<file path="src/rtl/event_queue_pkg.sv">
// constants shared by the monitor event queue writer
package event_queue_pkg;
    // register byte offsets
    localparam logic [11:0] ctrl_offset = 12'h000;
    localparam logic [11:0] base_offset = 12'h004;
    localparam logic [11:0] size_offset = 12'h008;
    localparam logic [11:0] status_offset = 12'h00c;
    localparam logic [11:0] mask_offset = 12'h010;
    localparam logic [11:0] wptr_offset = 12'h014;
    localparam logic [11:0] stamp_offset = 12'h018;
    // control register fields
    localparam int ctrl_enable_bit = 0;
    localparam int ctrl_stamp_bit = 1;
    // interrupt register fields
    localparam int irq_overflow_bit = 0;
    localparam int irq_written_bit = 1;
    localparam logic [1:0] irq_bits_mask = 2'h3;
    // first entry word fields
    localparam int owned_bit = 15;
    localparam int port_bit = 11;
    localparam int chan_lsb = 8;
    localparam int odd_bit = 3;
    localparam int abort_bit = 2;
    localparam int first_bit = 1;
    localparam int last_bit = 0;
    // entry lengths in words
    localparam logic [15:0] entry_len_plain = 16'h0002;
    localparam logic [15:0] entry_len_stamp = 16'h0004;
    // reset values, fill patterns and step sizes
    localparam logic [15:0] size_reset = 16'h0040;
    localparam logic [23:0] base_reset = 24'h000000;
    localparam logic [7:0] byte_all_ones = 8'hff;
    localparam logic [15:0] word_zero = 16'h0000;
    localparam logic [15:0] stamp_step = 16'h0001;
    localparam logic [23:0] addr_step = 24'h000001;
    // entry word index within an entry
    localparam logic [1:0] word_status = 2'h0;
    localparam logic [1:0] word_data = 2'h1;
    localparam logic [1:0] word_stamp = 2'h2;
    localparam logic [1:0] word_pad = 2'h3;
endpackage : event_queue_pkg

</file>
<file path="src/rtl/double_byte_filter.sv">
// accepts a received byte once it repeats identically, or at once in single mode
`timescale 1ns/1ps
module double_byte_filter
    import event_queue_pkg::*;
(
    input wire logic clk,
    input wire logic rst,
    input wire logic byte_valid,
    input wire logic [7:0] byte_data,
    input wire logic single_mode,
    output logic accept,
    output logic [7:0] accept_data
);
    logic [7:0] prev_reg;
    logic have_reg;
    wire same = have_reg && (prev_reg == byte_data);
    // single-byte protocol takes each byte at once
    assign accept = byte_valid && (single_mode || same);
    assign accept_data = byte_data;
    // remember last byte; a match consumes the pair
    always_ff @(posedge clk)
    begin
        if (rst)
        begin
            prev_reg <= 8'h00;
            have_reg <= 1'b0;
        end
        else if (byte_valid)
        begin
            prev_reg <= byte_data;
            have_reg <= !same;
        end
    end
endmodule : double_byte_filter

</file>
<file path="src/rtl/stamp_counter.sv">
// free-running binary timestamp counter
`timescale 1ns/1ps
module stamp_counter
    import event_queue_pkg::*;
(
    input wire logic clk,
    input wire logic rst,
    output logic [15:0] count
);
    logic [15:0] count_reg;
    assign count = count_reg;
    // wraps silently; software sees only relative time
    always_ff @(posedge clk)
    begin
        if (rst)
            count_reg <= word_zero;
        else
            count_reg <= count_reg + stamp_step;
    end
endmodule : stamp_counter

</file>
<file path="src/rtl/monitor_event_queue_writer.sv">
// monitor event queue writer with apb registers and memory master
`timescale 1ns/1ps
module monitor_event_queue_writer
    import event_queue_pkg::*;
(
    input wire logic clk,
    input wire logic rst,
    input wire logic psel,
    input wire logic penable,
    input wire logic pwrite,
    input wire logic [11:0] paddr,
    input wire logic [31:0] pwdata,
    output logic [31:0] prdata,
    output logic pready,
    output logic pslverr,
    input wire logic rx_byte_valid,
    input wire logic [7:0] rx_byte,
    input wire logic rx_port,
    input wire logic [2:0] rx_channel,
    input wire logic rx_msg_first,
    input wire logic rx_msg_end,
    input wire logic rx_msg_abort,
    input wire logic rx_single_mode,
    output logic rx_ready,
    output logic mem_req,
    output logic mem_write,
    output logic [23:0] mem_addr,
    output logic [15:0] mem_wdata,
    input wire logic [15:0] mem_rdata,
    input wire logic mem_ack,
    output logic irq
);
    typedef enum {idle, pend, rd_own, wr_words, done} state_type;
    state_type state_reg, state_next;
    logic [1:0] ctrl_reg;
    logic [23:0] base_reg;
    logic [15:0] size_reg, wptr_reg;
    logic [1:0] status_reg, mask_reg;
    logic [31:0] prdata_reg;
    logic pready_reg, pslverr_reg, irq_reg;
    logic req_reg, write_reg, ready_reg;
    logic [23:0] addr_reg;
    logic [15:0] wdata_reg;
    logic [1:0] word_reg;
    logic [7:0] low_reg, high_reg;
    logic have_low_reg, first_reg, last_reg, abort_reg, odd_reg;
    logic port_reg, single_reg;
    logic [2:0] chan_reg;
    logic [15:0] stamp_reg;
    logic overflow_set, written_set;
    logic accept;
    logic [7:0] accept_data;
    logic [15:0] stamp_now;

    double_byte_filter filter_u (
        .clk(clk),
        .rst(rst),
        .byte_valid(rx_byte_valid && ready_reg),
        .byte_data(rx_byte),
        .single_mode(rx_single_mode),
        .accept(accept),
        .accept_data(accept_data)
    );

    stamp_counter stamp_u (
        .clk(clk),
        .rst(rst),
        .count(stamp_now)
    );

    function automatic logic [15:0] status_word(
        input logic port, input logic [2:0] chan, input logic odd,
        input logic abrt, input logic first, input logic last);
        logic [15:0] w;
        w = word_zero;
        w[owned_bit] = 1'b1;
        w[port_bit] = port;
        w[chan_lsb +: 3] = chan;
        w[odd_bit] = odd;
        w[abort_bit] = abrt;
        w[first_bit] = first;
        w[last_bit] = last;
        return w;
    endfunction : status_word

    // apb decode; zero wait states
    wire apb_setup = psel && !penable;
    wire apb_wr = apb_setup && pwrite;
    wire hit_ctrl = paddr == ctrl_offset;
    wire hit_base = paddr == base_offset;
    wire hit_size = paddr == size_offset;
    wire hit_status = paddr == status_offset;
    wire hit_mask = paddr == mask_offset;
    wire hit_wptr = paddr == wptr_offset;
    wire hit_stamp = paddr == stamp_offset;
    wire mapped = hit_ctrl || hit_base || hit_size || hit_status
        || hit_mask || hit_wptr || hit_stamp;
    wire enabled = ctrl_reg[ctrl_enable_bit];
    wire stamping = ctrl_reg[ctrl_stamp_bit];
    wire [1:0] w1c = (apb_wr && hit_status) ? pwdata[1:0] : 2'h0;
    wire [31:0] rd_mux =
        hit_ctrl ? {30'h0, ctrl_reg} :
        hit_base ? {8'h00, base_reg} :
        hit_size ? {16'h0000, size_reg} :
        hit_status ? {30'h0, status_reg} :
        hit_mask ? {30'h0, mask_reg} :
        hit_wptr ? {16'h0000, wptr_reg} :
        hit_stamp ? {16'h0000, stamp_now} : 32'h0;

    // entry assembly helpers
    wire [15:0] entry_len = stamping ? entry_len_stamp : entry_len_plain;
    wire [1:0] last_word = stamping ? word_pad : word_data;
    // an entry that would cross the end starts at the base
    wire [15:0] wptr_start = (wptr_reg + entry_len > size_reg) ? word_zero
        : wptr_reg;
    wire [15:0] wptr_adv = wptr_start + entry_len;
    wire [15:0] wptr_wrap = (wptr_adv >= size_reg) ? word_zero : wptr_adv;
    wire [23:0] slot_addr = base_reg + {8'h00, wptr_start};
    wire mem_done = req_reg && mem_ack;
    wire odd_flag = single_reg ? 1'b1 : odd_reg;
    wire abort_flag = single_reg ? 1'b0 : abort_reg;
    wire first_flag = single_reg ? 1'b1 : first_reg;
    // single-byte entries always carry last
    // other entries carry last when the message end came with their final byte
    wire last_flag = single_reg ? 1'b1 : last_reg;
    // port select from the reporting serial port
    wire [15:0] status_w = status_word(port_reg, chan_reg, odd_flag,
        abort_flag, first_flag, last_flag);
    // high byte all ones when single
    wire [15:0] data_w = single_reg ? {byte_all_ones, low_reg}
        : {high_reg, low_reg};
    // timestamp captured at event
    // word loaded next: the top word after the check, then one lower
    wire [1:0] fill_word = (state_reg == rd_own) ? last_word
        : word_reg - 2'h1;
    wire [15:0] word_mux = (fill_word == word_data) ? data_w :
        (fill_word == word_stamp) ? stamp_reg :
        (fill_word == word_pad) ? word_zero : status_w;
    // a pair closes on second byte; end or abort flushes one
    wire pair_full = accept && (have_low_reg || rx_single_mode);
    // a lone byte that ends or aborts the message goes out at once
    wire flush = accept && !pair_full && (rx_msg_end || rx_msg_abort);

    // next state of the entry writer
    always_comb
    begin
        state_next = state_reg;
        case (state_reg)
            idle:
                if (pair_full || flush)
                    state_next = pend;
            pend:
                state_next = rd_own;
            rd_own:
                if (mem_done)
                    state_next = mem_rdata[owned_bit] ? done : wr_words;
            wr_words:
                if (mem_done && word_reg == word_status)
                    state_next = done;
            done:
                state_next = idle;
            default:
                state_next = idle;
        endcase
    end

    assign overflow_set = state_reg == rd_own && mem_done
        && mem_rdata[owned_bit];
    assign written_set = state_reg == wr_words && mem_done
        && word_reg == word_status;

    // apb slave and interrupt logic; set wins over clear
    always_ff @(posedge clk)
    begin
        if (rst)
        begin
            ctrl_reg <= 2'h0;
            base_reg <= base_reset;
            size_reg <= size_reset;
            mask_reg <= 2'h0;
            status_reg <= 2'h0;
            prdata_reg <= 32'h0;
            pready_reg <= 1'b0;
            pslverr_reg <= 1'b0;
            irq_reg <= 1'b0;
        end
        else
        begin
            if (apb_wr && hit_ctrl)
                ctrl_reg <= pwdata[1:0];
            if (apb_wr && hit_base)
                base_reg <= pwdata[23:0];
            if (apb_wr && hit_size)
                size_reg <= pwdata[15:0];
            if (apb_wr && hit_mask)
                mask_reg <= pwdata[1:0] & irq_bits_mask;
            status_reg <= (status_reg & ~w1c)
                | {written_set, overflow_set};
            prdata_reg <= apb_setup && !pwrite ? rd_mux : 32'h0;
            pready_reg <= apb_setup;
            pslverr_reg <= apb_setup && !mapped;
            irq_reg <= |(status_reg & mask_reg);
        end
    end

    // byte collection and entry capture
    always_ff @(posedge clk)
    begin
        if (rst)
        begin
            have_low_reg <= 1'b0;
            low_reg <= 8'h00;
            high_reg <= 8'h00;
            first_reg <= 1'b0;
            last_reg <= 1'b0;
            abort_reg <= 1'b0;
            odd_reg <= 1'b0;
            port_reg <= 1'b0;
            chan_reg <= 3'h0;
            single_reg <= 1'b0;
            stamp_reg <= word_zero;
            ready_reg <= 1'b0;
        end
        else if (state_reg == idle)
        begin
            // collection pauses while an entry is being written
            ready_reg <= enabled && !(pair_full || flush);
            if (accept && !pair_full)
            begin
                have_low_reg <= 1'b1;
                low_reg <= accept_data;
                first_reg <= rx_msg_first;
                port_reg <= rx_port;
                chan_reg <= rx_channel;
                stamp_reg <= stamp_now;
            end
            if (pair_full)
            begin
                have_low_reg <= 1'b0;
                single_reg <= rx_single_mode;
                odd_reg <= rx_single_mode;
                if (rx_single_mode)
                begin
                    low_reg <= accept_data;
                    port_reg <= rx_port;
                    chan_reg <= rx_channel;
                end
                else
                    high_reg <= accept_data;
                last_reg <= rx_msg_end;
                abort_reg <= rx_msg_abort;
                stamp_reg <= stamp_now;
            end
            if (flush)
            begin
                have_low_reg <= 1'b0;
                single_reg <= 1'b0;
                odd_reg <= 1'b1;
                high_reg <= 8'h00;
                last_reg <= rx_msg_end;
                abort_reg <= rx_msg_abort;
            end
        end
        else
        begin
            ready_reg <= 1'b0;
            if (state_reg == done)
                first_reg <= 1'b0;
        end
    end

    // memory master: one word per handshake, status word last
    always_ff @(posedge clk)
    begin
        if (rst)
        begin
            state_reg <= idle;
            req_reg <= 1'b0;
            write_reg <= 1'b0;
            addr_reg <= base_reset;
            wdata_reg <= word_zero;
            word_reg <= word_status;
            wptr_reg <= word_zero;
        end
        else
        begin
            state_reg <= state_next;
            if (apb_wr && hit_size)
                wptr_reg <= word_zero;
            if (state_reg == pend)
            begin
                req_reg <= 1'b1;
                write_reg <= 1'b0;
                addr_reg <= slot_addr;
            end
            if (state_reg == rd_own && mem_done && !mem_rdata[owned_bit])
            begin
                // status word written last, sets ownership
                word_reg <= last_word;
                addr_reg <= slot_addr + {22'h0, last_word};
                write_reg <= 1'b1;
                wdata_reg <= word_mux;
            end
            else if (state_reg == rd_own && mem_done)
                req_reg <= 1'b0;
            if (state_reg == wr_words && mem_done)
            begin
                if (word_reg == word_status)
                begin
                    req_reg <= 1'b0;
                    write_reg <= 1'b0;
                    wptr_reg <= wptr_wrap;
                end
                else
                begin
                    word_reg <= word_reg - 2'h1;
                    addr_reg <= addr_reg - addr_step;
                    wdata_reg <= word_mux;
                end
            end
        end
    end

    // outputs straight from flip-flops
    assign prdata = prdata_reg;
    assign pready = pready_reg;
    assign pslverr = pslverr_reg;
    assign irq = irq_reg;
    assign rx_ready = ready_reg;
    assign mem_req = req_reg;
    assign mem_write = write_reg;
    assign mem_addr = addr_reg;
    assign mem_wdata = wdata_reg;
endmodule : monitor_event_queue_writer

</file>
<file path="config.mk">
export PLATFORM = sky130hd
export DESIGN_NAME = monitor_event_queue_writer
export DESIGN_NICKNAME = d
export VERILOG_FILES = /design/src/rtl/event_queue_pkg.sv /design/src/rtl/double_byte_filter.sv /design/src/rtl/stamp_counter.sv /design/src/rtl/monitor_event_queue_writer.sv
export SDC_FILE = /design/constraint.sdc
export NUM_CORES = 1
export LEC_CHECK = 0
export BUFFER_PORTS_ARGS = -buffer_cell sky130_fd_sc_hd__buf_2
export CELL_PAD_IN_SITES_DETAIL_PLACEMENT = 1
export CELL_PAD_IN_SITES_GLOBAL_PLACEMENT = 2
export CORE_AREA = 2 2 172 301
export CTS_CLUSTER_SIZE = 12
export DETAILED_ROUTE_END_ITERATION = 7
export DIE_AREA = 0 0 174 303
export PLACE_DENSITY_LB_ADDON = 0.1
export SYNTH_ARGS = -nofsm -noshare
export SYNTH_HDL_FRONTEND = slang
export SYNTH_SLANG_ARGS = --single-unit
</file>
<file path="constraint.sdc">
create_clock -name clk -period 9.5 [get_ports clk]
set_clock_uncertainty 0.15 [all_clocks]
set_input_delay 0.95 -clock clk [delete_from_list [all_inputs] [get_ports clk]]
set_output_delay 0.95 -clock clk [all_outputs]
set_load 0.03 [all_outputs]
</file>
=== Yosys cells after proc, flatten, opt, wreduce, memory -nomap -nowiden ===
Cells that the tools add are included.

* Flip-flop bits (word level): 241
* Bits of input ports: 83
* Output and inout port bits: 78
* Word-level logic and storage cells: 204

* $add $sub $neg: 7
* $lt $le $gt $ge: 2
* Eq/ne operators: 22
* Muxes and demuxes: 75
* Bitwise logic cells: 6
* Reduce and logical (&&, ||, !) cells: 59

{| class="wikitable"
|+ Operator list
! cell !! number
|-
| $mux W16 || 19
|-
| $pmux W32 S4 || 1
|-
| $mux W24 || 5
|-
| $eq A32 B2 Y1 const B || 3
|-
| $mux W32 || 3
|-
| $eq A32 B3 Y1 const B || 2
|-
| $logic_not A32 Y1 || 2
|-
| $mux W8 || 6
|-
| $eq A12 B5 Y1 const B || 3
|-
| $add A16 B3 Y16 || 2
|-
| $eq A32 B1 Y1 const B || 1
|-
| $eq A32 B4 Y1 const B || 1
|-
| $mux W1 || 29
|-
| $add A24 B16 Y24 || 1
|-
| $add A24 B2 Y24 || 1
|-
| $eq A12 B4 Y1 const B || 2
|-
| $sub A24 B1 Y24 const B || 1
|-
| $logic_and A1 B1 Y1 || 23
|-
| $add A16 B1 Y16 const B || 1
|-
| $ge A16 B16 Y1 || 1
|-
| $gt A16 B16 Y1 || 1
|-
| $mux W3 || 5
|-
| $mux W2 || 7
|-
| $eq A12 B3 Y1 const B || 1
|-
| other kinds (21) || 50
|}

=== Logic depth before layout (Yosys ltp) ===
* Word-level depth: 11
* Depth in mapped cells: 34
* Mapped depth without buffers: 31

=== By module ===
A second synthesis with hierarchy kept.

* Cells, all modules: 1595
* Area, all modules: 12268.0 um^2

{| class="wikitable"
|+ Modules (own cells, without submodules)
! module !! times used !! cells an instance !! area an instance (um^2) !! seq. area each (um^2)
|-
| monitor_event_queue_writer || 1 || 1464 || 11066.9 || 3583.4
|-
| stamp_counter || 1 || 82 || 725.7 || 320.3
|-
| double_byte_filter || 1 || 49 || 475.5 || 180.2
|}

=== Least setup slack after synthesis ===
OpenSTA, ideal clock, no wires.

* Path type: reg-to-reg
* From: reg ctrl_reg[1]
* To: reg wptr_reg[0]
* Setup time: 0.066 ns
* Arrival time: 6.976 ns
* Required time: 9.284 ns
* Slack: 2.308 ns
* Cell stages (with the launch flop): 35
* Path buffers: 3
* Clock period less this slack: 7.192 ns
* Cells stage by stage: dfxtp_1 > inv_1 > ha_1 > fa_1 > and3_1 > and2_1 > nand3_1 > xnor2_1 > ha_1 > nand4_2 > or4_1 > a21o_1 > and3_4 > or2_1 > clkbuf_1 > clkbuf_1 > and2_1 > ha_1 > a31oi_1 > nor2_1 > o211ai_1 > nor4bb_1 > nor2b_1 > xor2_1 > ha_1 > o21ai_0 > nand2b_1 > a21oi_1 > nor2_1 > o31ai_1 > nand4b_1 > a311oi_1 > clkbuf_1 > a21oi_1 > nor2_1

* Word-level cells in the longest chain between the ends: 9

{| class="wikitable"
|+ Ends and longest elaborated chain
! element !! RTL line !! text
|-
| from (decl) || monitor_event_queue_writer.sv:35 || <nowiki>logic [1:0] ctrl_reg;</nowiki>
|-
| from (signal assigned) || monitor_event_queue_writer.sv:190 || <nowiki>ctrl_reg <= pwdata[1:0];</nowiki>
|-
| $mux W3 (*) || monitor_event_queue_writer.sv:111 || <nowiki>wire [15:0] entry_len = stamping ? entry_len_stamp : entry_len_plain;</nowiki>
|-
| $add A16 B3 Y16 || monitor_event_queue_writer.sv:114 || <nowiki>wire [15:0] wptr_start = (wptr_reg + entry_len > size_reg) ? word_zero</nowiki>
|-
| $gt A16 B16 Y1 || monitor_event_queue_writer.sv:114 ||
|-
| $mux W16 || monitor_event_queue_writer.sv:114 ||
|-
| $add A16 B3 Y16 (*) || monitor_event_queue_writer.sv:116 || <nowiki>wire [15:0] wptr_adv = wptr_start + entry_len;</nowiki>
|-
| $ge A16 B16 Y1 || monitor_event_queue_writer.sv:117 || <nowiki>wire [15:0] wptr_wrap = (wptr_adv >= size_reg) ? word_zero : wptr_adv;</nowiki>
|-
| $mux W16 (*) || monitor_event_queue_writer.sv:117 ||
|-
| $mux W16 (*) || monitor_event_queue_writer.sv:308 || <nowiki>if (word_reg == word_status)</nowiki>
|-
| $mux W16 (*) || monitor_event_queue_writer.sv:306 || <nowiki>if (state_reg == wr_words && mem_done)</nowiki>
|-
| to (signal assigned) || monitor_event_queue_writer.sv:283 || <nowiki>wptr_reg <= word_zero;</nowiki>
|-
| to (signal assigned) || monitor_event_queue_writer.sv:289 || <nowiki>wptr_reg <= word_zero;</nowiki>
|-
| to (signal assigned) || monitor_event_queue_writer.sv:312 || <nowiki>wptr_reg <= wptr_wrap;</nowiki>
|-
| to (decl) || monitor_event_queue_writer.sv:37 || <nowiki>logic [15:0] size_reg, wptr_reg;</nowiki>
|}

Every way passes the cells marked *; elsewhere a longest branch is shown, timed or not.
A chain may end at the register's enable or synchronous reset.

=== Worst setup path in the final report ===
Ends and elaborated chain as after synthesis.

==> impl_metrics.json <==
{
  "top_usage_layer": "met2",
  "power_mw": 2.49,
  "ys_ff_latch": 204,
  "fmax_mhz": 125,
  "root_buffer": "clkbuf_16",
  "cts_max_path_buffers": 3,
  "insertedDiodeCount": 0,
  "syn_to_final_growth_pct": 18.2,
  "hold_path.class": "reg -> reg",
  "leakagePower_nw": 5.68,
  "synth.distinct_cells": 89,
  "drv_slew": 0,
  "yosys-top-cells-area": "dfxtp_1 33%, nand2_1 6.4%, a21oi_1 6.3%, ha_1 5.5%, nor2_1 4.8%",
  "path_buf_inv": 3,
  "num_vias": 12300,
  "die_w_um": 174,
  "use_met2_pct": 41.3,
  "start_util_pct": 24.8,
  "critPathTopFamily": "simple AND/OR/NAND/NOR gates",
  "grt.total_usage_pct": 20.6,
  "synth_edf_count": 0,
  "die_area_um2": 52700,
  "synth_warnings": 0,
  "final_nets": 1831,
  "routedWlPerCell_um": 22.9,
  "tns_ns": 0,
  "grt_util_met1_pct": 20.4,
  "syn_inst": 1591,
  "dpl_cell_area_um2": 13900,
  "ir_drop_mv": 0.0952,
  "final.setup.worst_slack_ns": 1.49,
  "ant_nets": 0,
  "drt_wl_total_um": 54400,
  "fill_cells": 6184,
  "max_cap_violations": 0,
  "path_max_fanout": 14,
  "antenna_found_initial": 2,
  "clk_latency_ns": 0.55,
  "crit_path_max_incr_delay_ns": 0.57,
  "status": "finished clean",
  "grt_max_degree": 91,
  "post-route-period-util_pct": 84.3,
  "fp-row-count": 109,
  "cts_tree": "yes",
  "vias_per_cell": 5.18,
  "rsz0062_at_grt": "false",
  "dr.pass1.iters": 5,
  "io_buffers": 129,
  "power_density_nw_per_um2": 169,
  "maxSlewHeadroom_pct": 22.3,
  "cts_setup_buffers": 0,
  "slowest_stage": "or4_1",
  "drive_gt1_share_pct": 14.0,
  "io_pins": 161,
  "yosysTopAreaCell": "dfxtp_1",
  "syn_area_per_cell_um2": 7.83,
  "place_ws_ns": 1.40,
  "worst_slew_pin_slew_ns": 1.17,
  "synth-main-ff-cell": "dfxtp_1",
  "syn_area_um2": 12500,
  "drc_errors": 0,
  "hold_buffers": 0,
  "setup-violations-final": 0,
  "crit_type": "reg -> reg",
  "grt_pass1_vias": 13200,
  "layout_commonest_cell": "nand2_1",
  "globalplace.congestion": 0.847,
  "yosysSeqAreaShare_pct": 32.8,
  "worst_setup_path_start_kind": "flop",
  "fin_crit_ns": 8.01,
  "r2r_slack_ns": 1.49,
  "crit_top_cell": "ha_1",
  "core-area_um2": 50200,
  "die_h_um": 303,
  "cts_sinks": 204,
  "required_ns": 9.84,
  "end_kind": "flop",
  "drtIter0Drc": 447,
  "globalRouteMet3Util_pct": 2.32,
  "design_area_um2": 14700,
  "hold_viol_final": 0,
  "synthArstFlopShare_pct": 0,
  "cts_resized": 0,
  "path_clk_slew_ns": 0.07,
  "grt.overflow.total": 0,
  "layout_common_cells": "213 x nand2_1, 204 x dfxtp_1, 159 x nor2_1, 156 x a21oi_1, 128 x buf_2",
  "cp.arrival_ns": 8.35,
  "yosysTopAreaCellShare_pct": 32.8,
  "grt_pass1_wl_um": 82600,
  "numCtsBuffers": 25,
  "place.detailed.hpwl_um": 42400,
  "htreeDepth": 1
}
per-layer routing:
metal  routed length [µm]  part of all wire, %
met2                30000                   55
met4                 3270                  6.0
met3                 1520                  2.8
met5                   28                0.051
met1                19600                   36
final cells by class:
class / count / area [µm²] / share of cell area, %
multi-input cells: 1245 / 7840 / 53.2
flip-flops and latches: 204 / 4080 / 27.7
clock inverters: 10 / 145 / 0.985
clock buffers: 34 / 709 / 4.82
well taps: 666 / 833 / 5.66
repair buffers: 169 / 952 / 6.46
inverters: 45 / 169 / 1.15
stage by stage:
step | util [%] | hold slack, ns | cells
after global routing | 29.4 | 0.317 | 2373
after floorplan | - | 0.279 | 1598
after global placement | 27.7 | 0.288 | 2329
after detailed placement | 27.7 | 0.292 | 2329
after CTS | 29.4 | 0.301 | 2373
final | 29.4 | 0.298 | 2373
worst min-delay path: cells and delay by family (launching register included):
kind            cells  cell delay (ns)
flops               1             0.30
simple gates        1             0.05
compound gates      1             0.05
power breakdown:
| part | switching, mW | leakage, nW | internal [mW] | total (mW) |
|---|---|---|---|---|
| registers | 0.0494 | 1.65 | 0.884 | 0.933 |
| clock network | 0.418 | 0.413 | 0.606 | 1.02 |
| logic | 0.343 | 3.62 | 0.188 | 0.532 |
Yosys cell counts, types with 18 or more instances:
library cell  instances
a21oi_1             157
a31oi_1              18
and2_1               29
clkbuf_1             83
dfxtp_1             204
ha_1                 55
inv_1                45
mux2i_1              49
nand2_1             213
nand3_1              48
nand4_1              29
nor2_1              161
nor3_1               43
o211ai_1             22
o21ai_0              52
xnor2_1              46
xor2_1               31
path summary, 6_finish.rpt:
check | start | cells after the start | end
min reg2reg | mem_wdata[3] | 2 | mem_wdata[3]
max | ctrl_reg[1] | 33 | wptr_reg[0]
max reg2reg | ctrl_reg[1] | 33 | wptr_reg[0]
min | mem_wdata[3] | 2 | mem_wdata[3]
cells by family after synthesis:
family | Yosys count | share of synthesized area (%)
AOI/OAI and AO/OA | 406 | 21.7
xor gates and xnor gates | 78 | 5.54
adders and majority gates | 59 | 6.08
buffers and inverters | 149 | 4.87
DFF | 204 | 32.8
muxes | 49 | 3.94
other | 1 | 0.0301
and+or+nand+nor | 645 | 25.1
No activity file was read; power rests on OpenSTA's default activity.
